==> src/hw/pvs_pkg.sv <==
// Purpose: shared constants of the process value supervisor
// Assumes: 32-bit plain register port, word offsets are byte addresses
// Notes: values are 16-bit signed scaled process units
package pvs_pkg;
    localparam int DW = 16;
    localparam int AW = 8;
    localparam int NALM = 6;
    localparam int NEVT = 8;
    // timing
    localparam longint CLK_NS = 10;
    localparam longint SEC_NS = 1000000000;
    localparam longint SEC_CYCLES = SEC_NS / CLK_NS;
    localparam int DAY_SEC = 86400;
    localparam int ONDLY_MAX_S = 60;
    localparam int RINT_MIN_S = 1;
    localparam int RINT_MAX_S = 16;
    localparam int AVG_MAX = 128;
    localparam int OVR_HI_PCT = 115;
    localparam int OVR_LO_PCT = -15;
    localparam int PCT = 100;
    // control bits
    localparam int CTL_HOLD = 0;
    localparam int CTL_DIRHI = 1;
    localparam int CTL_CAL = 2;
    // offsets
    localparam logic [7:0] A_CTRL = 8'h00;
    localparam logic [7:0] A_AVGN = 8'h04;
    localparam logic [7:0] A_RLO = 8'h08;
    localparam logic [7:0] A_RHI = 8'h0c;
    localparam logic [7:0] A_THR0 = 8'h10;
    localparam logic [7:0] A_HYPV = 8'h28;
    localparam logic [7:0] A_HYRT = 8'h2c;
    localparam logic [7:0] A_ONDLY = 8'h30;
    localparam logic [7:0] A_RINT = 8'h34;
    localparam logic [7:0] A_CPER = 8'h38;
    localparam logic [7:0] A_NOTE = 8'h3c;
    localparam logic [7:0] A_PV = 8'h40;
    localparam logic [7:0] A_RATE = 8'h44;
    localparam logic [7:0] A_FLAGS = 8'h48;
    localparam logic [7:0] A_PEAK = 8'h4c;
    localparam logic [7:0] A_BOT = 8'h50;
    localparam logic [7:0] A_TOP = 8'h54;
    localparam logic [7:0] A_VAL = 8'h58;
    localparam logic [7:0] A_DAY = 8'h5c;
    localparam logic [7:0] A_CDAY = 8'h60;
    localparam logic [7:0] A_IST = 8'h64;
    localparam logic [7:0] A_ICLR = 8'h68;
    localparam logic [7:0] A_IEN = 8'h6c;
    // reset values
    localparam logic [7:0] R_AVGN = 8'h04;
    localparam logic [15:0] R_RHI = 16'h2710;
    localparam logic [4:0] R_RINT = 5'h01;
endpackage

==> src/hw/pvs_supervisor.sv <==
// Purpose: post-processing of one converted temperature input
// Assumes: one sample per sample_vld_i pulse, open_raw_i from front end
// Notes: alarm order upper_critical, upper, lower, bottom_critical,
//        rate upper, rate lower
`timescale 1ns/100ps
`default_nettype none
module pvs_supervisor #(
    parameter longint SEC_CYC = pvs_pkg::SEC_CYCLES,
    parameter int DAY_S = pvs_pkg::DAY_SEC
) (
    // clock and reset
    input wire logic clk_i,
    input wire logic rst_i,
    // converter side
    input wire logic sample_vld_i,
    input wire logic [15:0] sample_i,
    input wire logic open_raw_i,
    // register port
    input wire logic [7:0] addr_i,
    input wire logic [31:0] wdata_i,
    input wire logic wr_i,
    input wire logic rd_i,
    output logic [31:0] rdata_o,
    // status
    output logic open_flag_o,
    output logic [5:0] alarm_o,
    output logic warn_o,
    output logic irq_o
);
    localparam int DW = pvs_pkg::DW;
    typedef logic signed [DW:0] pvs_wide_t;

    function automatic pvs_wide_t ext(input logic [DW-1:0] v);
        ext = {v[DW-1], v};
    endfunction

    logic [2:0] ctrl_q;
    logic [7:0] avgn_q;
    logic [15:0] rlo_q, rhi_q, hypv_q, hyrt_q, cper_q, note_q;
    logic [15:0] thr_q [pvs_pkg::NALM];
    logic [5:0] ondly_q;
    logic [4:0] rint_q;
    logic [7:0] ist_q, ien_q;
    logic [15:0] pv_q, rate_q, peak_q, bot_q, top_q, val_q;
    logic [15:0] day_q, cday_q;
    logic cal_q, sec_tick, hold_d1_q;
    logic [7:0] flags;

    // register writes; the calibration bit is a self-clearing command
    always_ff @(posedge clk_i or posedge rst_i) begin
        if (rst_i) begin
            ctrl_q <= 3'h0;
            avgn_q <= pvs_pkg::R_AVGN;
            rlo_q <= 16'h0000;
            rhi_q <= pvs_pkg::R_RHI;
            hypv_q <= 16'h0000;
            hyrt_q <= 16'h0000;
            ondly_q <= 6'h00;
            rint_q <= pvs_pkg::R_RINT;
            cper_q <= 16'h0000;
            note_q <= 16'h0000;
            ien_q <= 8'h00;
            for (int i = 0; i < pvs_pkg::NALM; i++) thr_q[i] <= 16'h0000;
        end else begin
            ctrl_q[pvs_pkg::CTL_CAL] <= 1'b0;
            if (wr_i) begin
                case (addr_i)
                    pvs_pkg::A_CTRL: ctrl_q <= wdata_i[2:0];
                    pvs_pkg::A_AVGN: avgn_q <= (wdata_i[7:0] == 8'h00) ?
                        8'h01 : (wdata_i[7:0] > 8'h80 ? 8'h80 : wdata_i[7:0]);
                    pvs_pkg::A_RLO: rlo_q <= wdata_i[15:0];
                    pvs_pkg::A_RHI: rhi_q <= wdata_i[15:0];
                    pvs_pkg::A_HYPV: hypv_q <= wdata_i[15:0];
                    pvs_pkg::A_HYRT: hyrt_q <= wdata_i[15:0];
                    pvs_pkg::A_ONDLY: ondly_q <= (wdata_i[5:0] > 6'h3c) ?
                        6'h3c : wdata_i[5:0];
                    pvs_pkg::A_RINT: rint_q <= (wdata_i[4:0] == 5'h00) ? 5'h01
                        : (wdata_i[4:0] > 5'h10 ? 5'h10 : wdata_i[4:0]);
                    pvs_pkg::A_CPER: cper_q <= wdata_i[15:0];
                    pvs_pkg::A_NOTE: note_q <= wdata_i[15:0];
                    pvs_pkg::A_IEN: ien_q <= wdata_i[7:0];
                    default: begin
                        for (int i = 0; i < pvs_pkg::NALM; i++) begin
                            if (addr_i == pvs_pkg::A_THR0 + 8'(4 * i)) begin
                                thr_q[i] <= wdata_i[15:0];
                            end
                        end
                    end
                endcase
            end
        end
    end
    assign cal_q = ctrl_q[pvs_pkg::CTL_CAL];

    // one-second time base and day counter
    logic [31:0] cyc_q;
    logic [31:0] secs_q;
    assign sec_tick = (cyc_q == 32'(SEC_CYC - 1));
    always_ff @(posedge clk_i or posedge rst_i) begin
        if (rst_i) begin
            cyc_q <= 32'h0;
            secs_q <= 32'h0;
            day_q <= 16'h0000;
        end else begin
            cyc_q <= sec_tick ? 32'h0 : cyc_q + 32'h1;
            if (sec_tick) begin
                secs_q <= (secs_q == 32'(DAY_S - 1)) ? 32'h0 : secs_q + 32'h1;
                if (secs_q == 32'(DAY_S - 1)) day_q <= day_q + 16'h1;
            end
        end
    end

    // open sensor: front end reports within its own detection time
    always_ff @(posedge clk_i or posedge rst_i) begin
        if (rst_i) open_flag_o <= 1'b0;
        else open_flag_o <= open_raw_i;
    end

    // moving average; window restarts when its length is changed
    logic [15:0] buf_q [pvs_pkg::AVG_MAX];
    logic [6:0] wp_q;
    logic [7:0] fill_q, avgn_d1_q;
    logic signed [23:0] sum_q;
    logic [15:0] old_s;
    assign old_s = buf_q[7'(wp_q - avgn_q[6:0])];
    always_ff @(posedge clk_i) begin
        if (sample_vld_i) buf_q[wp_q] <= sample_i;
    end
    always_ff @(posedge clk_i or posedge rst_i) begin
        if (rst_i) begin
            wp_q <= 7'h00;
            fill_q <= 8'h00;
            sum_q <= 24'sh0;
            avgn_d1_q <= pvs_pkg::R_AVGN;
        end else begin
            avgn_d1_q <= avgn_q;
            if (avgn_d1_q != avgn_q) begin
                fill_q <= 8'h00;
                sum_q <= 24'sh0;
            end else if (sample_vld_i) begin
                wp_q <= wp_q + 7'h1;
                if (fill_q < avgn_q) begin
                    fill_q <= fill_q + 8'h1;
                    sum_q <= sum_q + 24'(signed'(sample_i));
                end else begin
                    sum_q <= sum_q + 24'(signed'(sample_i))
                        - 24'(signed'(old_s));
                end
            end
        end
    end

    // process value: average, or overrange value while broken
    logic signed [31:0] span, ovr, avg;
    logic vld_d1_q;
    assign span = 32'(signed'(rhi_q)) - 32'(signed'(rlo_q));
    assign ovr = 32'(signed'(rlo_q)) + (ctrl_q[pvs_pkg::CTL_DIRHI] ?
        span * pvs_pkg::OVR_HI_PCT : span * pvs_pkg::OVR_LO_PCT) / pvs_pkg::PCT;
    assign avg = (fill_q == 8'h00) ? 32'sh0 :
        32'(sum_q) / signed'({24'h0, fill_q});
    always_ff @(posedge clk_i or posedge rst_i) begin
        if (rst_i) begin
            pv_q <= 16'h0000;
            vld_d1_q <= 1'b0;
        end else begin
            vld_d1_q <= sample_vld_i;
            if (open_flag_o) pv_q <= ovr[15:0];
            else if (vld_d1_q) pv_q <= avg[15:0];
        end
    end

    // rate of change over the comparison interval
    logic [4:0] rcnt_q;
    logic [15:0] pv_old_q;
    always_ff @(posedge clk_i or posedge rst_i) begin
        if (rst_i) begin
            rcnt_q <= 5'h00;
            pv_old_q <= 16'h0000;
            rate_q <= 16'h0000;
        end else if (sec_tick) begin
            if (rcnt_q + 5'h1 >= rint_q) begin
                rcnt_q <= 5'h00;
                pv_old_q <= pv_q;
                rate_q <= pv_q - pv_old_q;
            end else begin
                rcnt_q <= rcnt_q + 5'h1;
            end
        end
    end

    // alarms: hysteresis latch then shared on-delay
    logic [5:0] raw_q;
    logic [5:0] dcnt_q [pvs_pkg::NALM];
    always_ff @(posedge clk_i or posedge rst_i) begin
        if (rst_i) begin
            raw_q <= 6'h00;
            alarm_o <= 6'h00;
            for (int i = 0; i < pvs_pkg::NALM; i++) dcnt_q[i] <= 6'h00;
        end else begin
            for (int i = 0; i < pvs_pkg::NALM; i++) begin
                automatic pvs_wide_t v = ext(i < 4 ? pv_q : rate_q);
                automatic pvs_wide_t t = ext(thr_q[i]);
                automatic pvs_wide_t h = ext(i < 4 ? hypv_q : hyrt_q);
                automatic logic hi = (i == 0 || i == 1 || i == 4);
                if (hi ? (v >= t) : (v <= t)) raw_q[i] <= 1'b1;
                else if (hi ? (v < t - h) : (v > t + h))
                    raw_q[i] <= 1'b0;
                if (!raw_q[i]) begin
                    dcnt_q[i] <= 6'h00;
                    alarm_o[i] <= 1'b0;
                end else if (dcnt_q[i] >= ondly_q) begin
                    alarm_o[i] <= 1'b1;
                end else if (sec_tick) begin
                    dcnt_q[i] <= dcnt_q[i] + 6'h1;
                end
            end
        end
    end

    // adjustment period
    logic [16:0] due;
    assign due = {1'b0, cper_q} - {1'b0, note_q};
    always_ff @(posedge clk_i or posedge rst_i) begin
        if (rst_i) begin
            cday_q <= 16'h0000;
            warn_o <= 1'b0;
        end else begin
            if (cal_q) cday_q <= day_q;
            // negative due means the notice covers the whole period
            warn_o <= (cper_q != 16'h0000) && !cal_q &&
                (due[16] || {1'b0, day_q - cday_q} >= due);
        end
    end

    // peak/bottom and top/valley inside the host hold window
    logic hold;
    logic [1:0] dir_q;
    logic [15:0] prev_q;
    assign hold = ctrl_q[pvs_pkg::CTL_HOLD];
    always_ff @(posedge clk_i or posedge rst_i) begin
        if (rst_i) begin
            hold_d1_q <= 1'b0;
            peak_q <= 16'h0000;
            bot_q <= 16'h0000;
            top_q <= 16'h0000;
            val_q <= 16'h0000;
            prev_q <= 16'h0000;
            dir_q <= 2'h0;
        end else begin
            hold_d1_q <= hold;
            if (hold && !hold_d1_q) begin
                peak_q <= pv_q;
                bot_q <= pv_q;
                top_q <= pv_q;
                val_q <= pv_q;
                prev_q <= pv_q;
                dir_q <= 2'h0;
            end else if (hold) begin
                if ($signed(pv_q) > $signed(peak_q)) peak_q <= pv_q;
                if ($signed(pv_q) < $signed(bot_q)) bot_q <= pv_q;
                prev_q <= pv_q;
                // turning points: rise then fall is a top, and the reverse
                if ($signed(pv_q) > $signed(prev_q)) begin
                    if (dir_q == 2'h2) val_q <= prev_q;
                    dir_q <= 2'h1;
                end else if ($signed(pv_q) < $signed(prev_q)) begin
                    if (dir_q == 2'h1) top_q <= prev_q;
                    dir_q <= 2'h2;
                end
            end
        end
    end

    // interrupt status: a new event beats a simultaneous clear
    logic [7:0] flags_d1_q;
    assign flags = {warn_o, alarm_o, open_flag_o};
    always_ff @(posedge clk_i or posedge rst_i) begin
        if (rst_i) begin
            flags_d1_q <= 8'h00;
            ist_q <= 8'h00;
        end else begin
            flags_d1_q <= flags;
            ist_q <= (ist_q & ~((wr_i && addr_i == pvs_pkg::A_ICLR) ?
                wdata_i[7:0] : 8'h00)) | (flags & ~flags_d1_q);
        end
    end
    assign irq_o = |(ist_q & ien_q);

    // read port, data one cycle after the strobe
    always_ff @(posedge clk_i or posedge rst_i) begin
        if (rst_i) begin
            rdata_o <= 32'h0;
        end else if (rd_i) begin
            case (addr_i)
                pvs_pkg::A_CTRL: rdata_o <= {30'h0, ctrl_q[1:0]};
                pvs_pkg::A_AVGN: rdata_o <= {24'h0, avgn_q};
                pvs_pkg::A_RLO: rdata_o <= {16'h0, rlo_q};
                pvs_pkg::A_RHI: rdata_o <= {16'h0, rhi_q};
                pvs_pkg::A_HYPV: rdata_o <= {16'h0, hypv_q};
                pvs_pkg::A_HYRT: rdata_o <= {16'h0, hyrt_q};
                pvs_pkg::A_ONDLY: rdata_o <= {26'h0, ondly_q};
                pvs_pkg::A_RINT: rdata_o <= {27'h0, rint_q};
                pvs_pkg::A_CPER: rdata_o <= {16'h0, cper_q};
                pvs_pkg::A_NOTE: rdata_o <= {16'h0, note_q};
                pvs_pkg::A_PV: rdata_o <= {16'h0, pv_q};
                pvs_pkg::A_RATE: rdata_o <= {16'h0, rate_q};
                pvs_pkg::A_FLAGS: rdata_o <= {24'h0, flags};
                pvs_pkg::A_PEAK: rdata_o <= {16'h0, peak_q};
                pvs_pkg::A_BOT: rdata_o <= {16'h0, bot_q};
                pvs_pkg::A_TOP: rdata_o <= {16'h0, top_q};
                pvs_pkg::A_VAL: rdata_o <= {16'h0, val_q};
                pvs_pkg::A_DAY: rdata_o <= {16'h0, day_q};
                pvs_pkg::A_CDAY: rdata_o <= {16'h0, cday_q};
                pvs_pkg::A_IST: rdata_o <= {24'h0, ist_q};
                pvs_pkg::A_IEN: rdata_o <= {24'h0, ien_q};
                default: begin
                    rdata_o <= 32'h0;
                    for (int i = 0; i < pvs_pkg::NALM; i++) begin
                        if (addr_i == pvs_pkg::A_THR0 + 8'(4 * i))
                            rdata_o <= {16'h0, thr_q[i]};
                    end
                end
            endcase
        end else begin
            rdata_o <= 32'h0;
        end
    end

    // checks
    a_open_follow: assert property (@(posedge clk_i) disable iff (rst_i)
        open_raw_i |=> open_flag_o) else $error("open flag late");
    a_open_force: assert property (@(posedge clk_i) disable iff (rst_i)
        open_flag_o |=> pv_q == $past(ovr[15:0]))
        else $error("pv not forced");
    a_fill_limit: assert property (@(posedge clk_i) disable iff (rst_i)
        fill_q <= avgn_q || $changed(avgn_q) || avgn_d1_q != avgn_q)
        else $error("window overfilled");
    a_alarm_delay: assert property (@(posedge clk_i) disable iff (rst_i)
        $rose(alarm_o[0]) |-> $past(raw_q[0]) && $past(dcnt_q[0] >= ondly_q))
        else $error("alarm before on-delay");
    a_alarm_hyst: assert property (@(posedge clk_i) disable iff (rst_i)
        $fell(raw_q[0]) |-> $past(ext(pv_q)) < $past(ext(thr_q[0]))
        - $past(ext(hypv_q))) else $error("alarm cleared in band");
    a_rate_tick: assert property (@(posedge clk_i) disable iff (rst_i)
        $changed(rate_q) |-> $past(sec_tick))
        else $error("rate off interval");
    a_cal_store: assert property (@(posedge clk_i) disable iff (rst_i)
        cal_q |=> cday_q == $past(day_q)) else $error("date lost");
    a_peak_order: assert property (@(posedge clk_i) disable iff (rst_i)
        hold && hold_d1_q |-> $signed(peak_q) >= $signed(bot_q))
        else $error("peak below bottom");
    a_hold_frozen: assert property (@(posedge clk_i) disable iff (rst_i)
        !hold ##1 !hold |-> $stable(peak_q) && $stable(top_q))
        else $error("capture outside window");
    a_irq_level: assert property (@(posedge clk_i) disable iff (rst_i)
        $rose(open_flag_o) ##1 ien_q[0] |-> irq_o)
        else $error("event not signalled");
    c_open: cover property (@(posedge clk_i) $rose(open_flag_o));
    c_alarm: cover property (@(posedge clk_i) $rose(alarm_o[1]));
    c_warn: cover property (@(posedge clk_i) $rose(warn_o));
    c_top: cover property (@(posedge clk_i) hold && $changed(top_q));
endmodule
`default_nettype wire

==> config.mk <==
export PLATFORM = sky130hd
export DESIGN_NAME = pvs_supervisor
export DESIGN_NICKNAME = d
export VERILOG_FILES = /design/src/hw/pvs_pkg.sv /design/src/hw/pvs_supervisor.sv
export SDC_FILE = /design/constraint.sdc
export NUM_CORES = 2
export LEC_CHECK = 0
export BUFFER_PORTS_ARGS = -buffer_cell sky130_fd_sc_hd__buf_2
export CAP_MARGIN = 20
export CORE_AREA = 10 10 735 593
export CTS_CLUSTER_DIAMETER = 50
export DETAILED_ROUTE_END_ITERATION = 8
export DIE_AREA = 0 0 745 603
export PLACE_DENSITY_LB_ADDON = 0.08
export SLEW_MARGIN = 10
export SYNTH_ARGS = -nofsm -noshare
export SYNTH_HDL_FRONTEND = slang
export SYNTH_SLANG_ARGS = --single-unit
export TNS_END_PERCENT = 1
==> constraint.sdc <==
create_clock -name clk_i -period 82.2 [get_ports clk_i]
set_clock_uncertainty 0.2 [all_clocks]
set_input_delay 16.44 -clock clk_i [delete_from_list [all_inputs] [get_ports clk_i]]
set_output_delay 16.44 -clock clk_i [all_outputs]
set_load 0.1 [all_outputs]
==> results.txt <==
The hold-critical path depth is 1. The most used flip-flop cell after synthesis is edfxtp_1. After the first detailed-routing iteration, the DRC count stood at 8773. The worst register-to-register path ends at pv_q[14]. The total area inside the core boundary comes to 422000 um^2.

The via total after detailed routing is 99728. The logs give 0 for the total congestion overflow after global routing and 51.9% for the fraction of the yosys area taken by sequential cells. The type of the tightest min-delay check was flip-flop to flip-flop. The synthesized design contains 2632 register bits. Compared with the post-synthesis result, the final layout area differs by 14.8%. The H-tree was split into 5 levels.

The average instance in the mapped netlist occupies 12.7 um^2. In the post-synthesis netlist, the biggest area contributors are edfxtp_1, dfrtp_1, mux4_2, ha_1, xnor2_1. The total DRC errors in the routed layout was 0; the post-synthesis cell count was 11586. Buffer levels on the longest clock path: 4. The die covers 449000 um^2.

Based on the critical path, the design can be clocked at up to 13.0 MHz. The cell depth of the worst flop-to-flop path works out to 403. Critical path's slowest cell: or4_4. The clock latency on the worst-skew pair was 0.98 ns. The nature of the critical path endpoint is a flip-flop.

The number of input and output port buffers inserted is 70. After detailed routing, the average wire length per cell comes to 26.1 um. The share of the synthesized area in the top cell type was 41.9%; the sum of net half-perimeters after detailed placement was 326000 um. The run gives 33 as the number of antenna violations at the first check in global routing. The run finished with clean final reports. After layout, the worst path uses 93.3% of the clock period. For the final cell count without fillers, the log shows 18010. The clock drives 2632 sinks. The first global-routing pass estimated 687000 um of wire. The pin slew with the least headroom to its limit came out at 1.18 ns.

The tools report the startpoint type of the worst setup path as a flip-flop. Starting density of the core: 34.8%. The number of setup violations in the final report was 0.

The root buffer cell chosen for the clock tree is clkbuf_16. The total standard cell area after synthesis is 147000 um^2. Counting flops with an async set or reset pin after synthesis yields a share of 22.2%.

The run gives 145 as the number of unique standard cell types used by synthesis. The logs give 99905 for the number of global-route vias before repair and 82.85 ns for the critical path data required time. The cell with the most instances on the worst path is o21a_1. Across the run, the number of max-cap violations was 0. The floorplan step set the die height to 603 um. The path with the worst hold slack has its endpoint at ist_q[1]. The tools report the hold buffer count at CTS as 0. The post-route netlist has 18.5% of its cells at a drive strength greater than 1. Combined global-route utilization of all metal layers: 20.4%. For the number of buffers inserted during clock tree synthesis, the log shows 332. Entering global routing, the biggest net connects 147 pins. The relative slew slack was 21.5%; the standard-cell row count was 214. The logs give 0 ns for the setup TNS and 13103 for the layout net count. The tools report the arrival time at the worst endpoint as 77.32 ns.

The startpoint identified for the worst hold timing path is flags_d1_q[1]. The tools report the launching point of the worst reg2reg path as fill_q[2]. The cell with the most instances after synthesis was edfxtp_1.

The total detailed-routing wirelength was 470000 um. The final critical path time including I/O delays and setup came out at 76.67 ns. Sorting the synthesized cells by how often they occur yields edfxtp_1, ha_1, nand2_1. The first detailed-routing pass ran for 8 iterations.

Type of the setup path with the least slack: flip-flop to flip-flop. The peak fanout along the critical path was 11. For this design the top-level I/O count stands at 103. Yosys synthesis warning count: 0. In the routed layout, each cell is associated on average with a via count of 5.54.

TritonCTS built the clock tree. Yosys mapped a number of flops with a built-in enable equal to 2048. The count of nets left with antenna violations once routing finished came out at 0. The congestion estimate from routability-driven global placement came to 0.906. The final hold violation count was 0.

Hold is met by 0.222 ns. The longest individual stage delay on the worst path came out at 0.58 ns. In this run the horizontal extent of the chip is 745 um. The biggest area consumer among synthesized cells is edfxtp_1.

The number of pins exceeding their max-slew limit in the final report came out at 0. The clock edge transition at the registers on the reported setup and hold paths works out to 0.06 ns. In this run the register-to-register setup slack is 5.53 ns. Once placement completed, the tool counted placed cells totaling 17349.
area by class of cell:
type,count,area [um^2]
clock buffers,401,8850
well taps,5616,7030
inverters,664,2500
repair buffers,589,4530
clock inverters,198,2110
flip-flops and latches,2632,76100
multi-input cells,7891,67200
diodes,19,47.5
fillers,39595,253000
kinds of logic after synthesis:
group | Yosys count | synth area share, %
compound gates | 2447 | 11.1
xor+xnor | 591 | 3.54
fa+ha+maj | 936 | 8.28
buf+inv | 1086 | 2.96
flops | 2632 | 51.9
mux | 965 | 12.2
other cells | 1 | 0.00256
simple gates | 2928 | 10.0
layer usage:
metal,vias up,track usage [%],wire length (um)
li1,45483,-,-
met1,51058,29.4,219000
met2,2575,32.3,213000
met3,604,2.78,25300
met4,8,5.10,13200
met5,-,0,42
registers in the layout (all words and copies together) (netlist names), 24 cells and up:
register,count
buf_q,2048
thr_q,96
dcnt_q,36
cyc_q,32
secs_q,32
sum_q,24
metrics by stage:
step | instance area, um^2 | setup slack, ns | util [%]
after floorplan | 147000 | 0.561 | -
after global placement | 156000 | -0.359 | 37.0
after detailed placement | 156000 | -0.273 | 37.1
after CTS | 167000 | 0.0589 | 39.7
after global routing | 168000 | -0.178 | 39.9
final | 168000 | 5.53 | 39.9
worst max-delay path by stage:
stage / slack, ns / cells after the start / startpoint / to
final: 5.53 / 403 / fill_q[2] / pv_q[14]
after global routing: -0.18 / 410 / fill_q[2] / pv_q[14]
after CTS: 0.06 / 392 / fill_q[5] / pv_q[14]
after detailed placement: -0.27 / 391 / fill_q[0] / pv_q[14]
after global placement: -0.36 / 391 / fill_q[0] / pv_q[14]
after floorplan: 0.56 / 422 / fill_q[0] / pv_q[14]
worst max-delay path, delay by kind of cell, from the launching register on:
kind / cells / cell delay [ns]
xor+xnor: 1 / 0.13
compound gates: 205 / 36.78
simple gates: 119 / 21.59
flops: 1 / 0.36
fa+ha+maj: 31 / 8.82
mux: 17 / 4.88
buf+inv: 30 / 3.69
timing repair:
| action | in CTS | in global routing |
|---|---|---|
| setup buffers | 2 | 30 |
| gates cloned | 0 | 0 |
| gates resized for setup | 8 | 170 |
| endpoints found under the setup margin | 5 | 16 |
| endpoints found under the hold margin | 0 | 0 |
| pin swaps | 1 | 46 |
cells in the final DEF, fill, tap and decap left out, types with 182 or more instances in the layout:
cell type and count:
xnor2_1 413, mux2_2 188, inv_1 657, nor2_1 685, nor3_1 251, mux4_2 640
nand2_1 736, nand3_1 197, o21ai_0 564, clkbuf_16 340, ha_1 867, buf_4 504
edfxtp_1 2048, a21o_1 182, dfrtp_1 576, o21a_1 194, a21oi_1 487
Power is not shown: default switching activity piles up to over one toggle a cycle in this logic, so the estimate is an artifact.
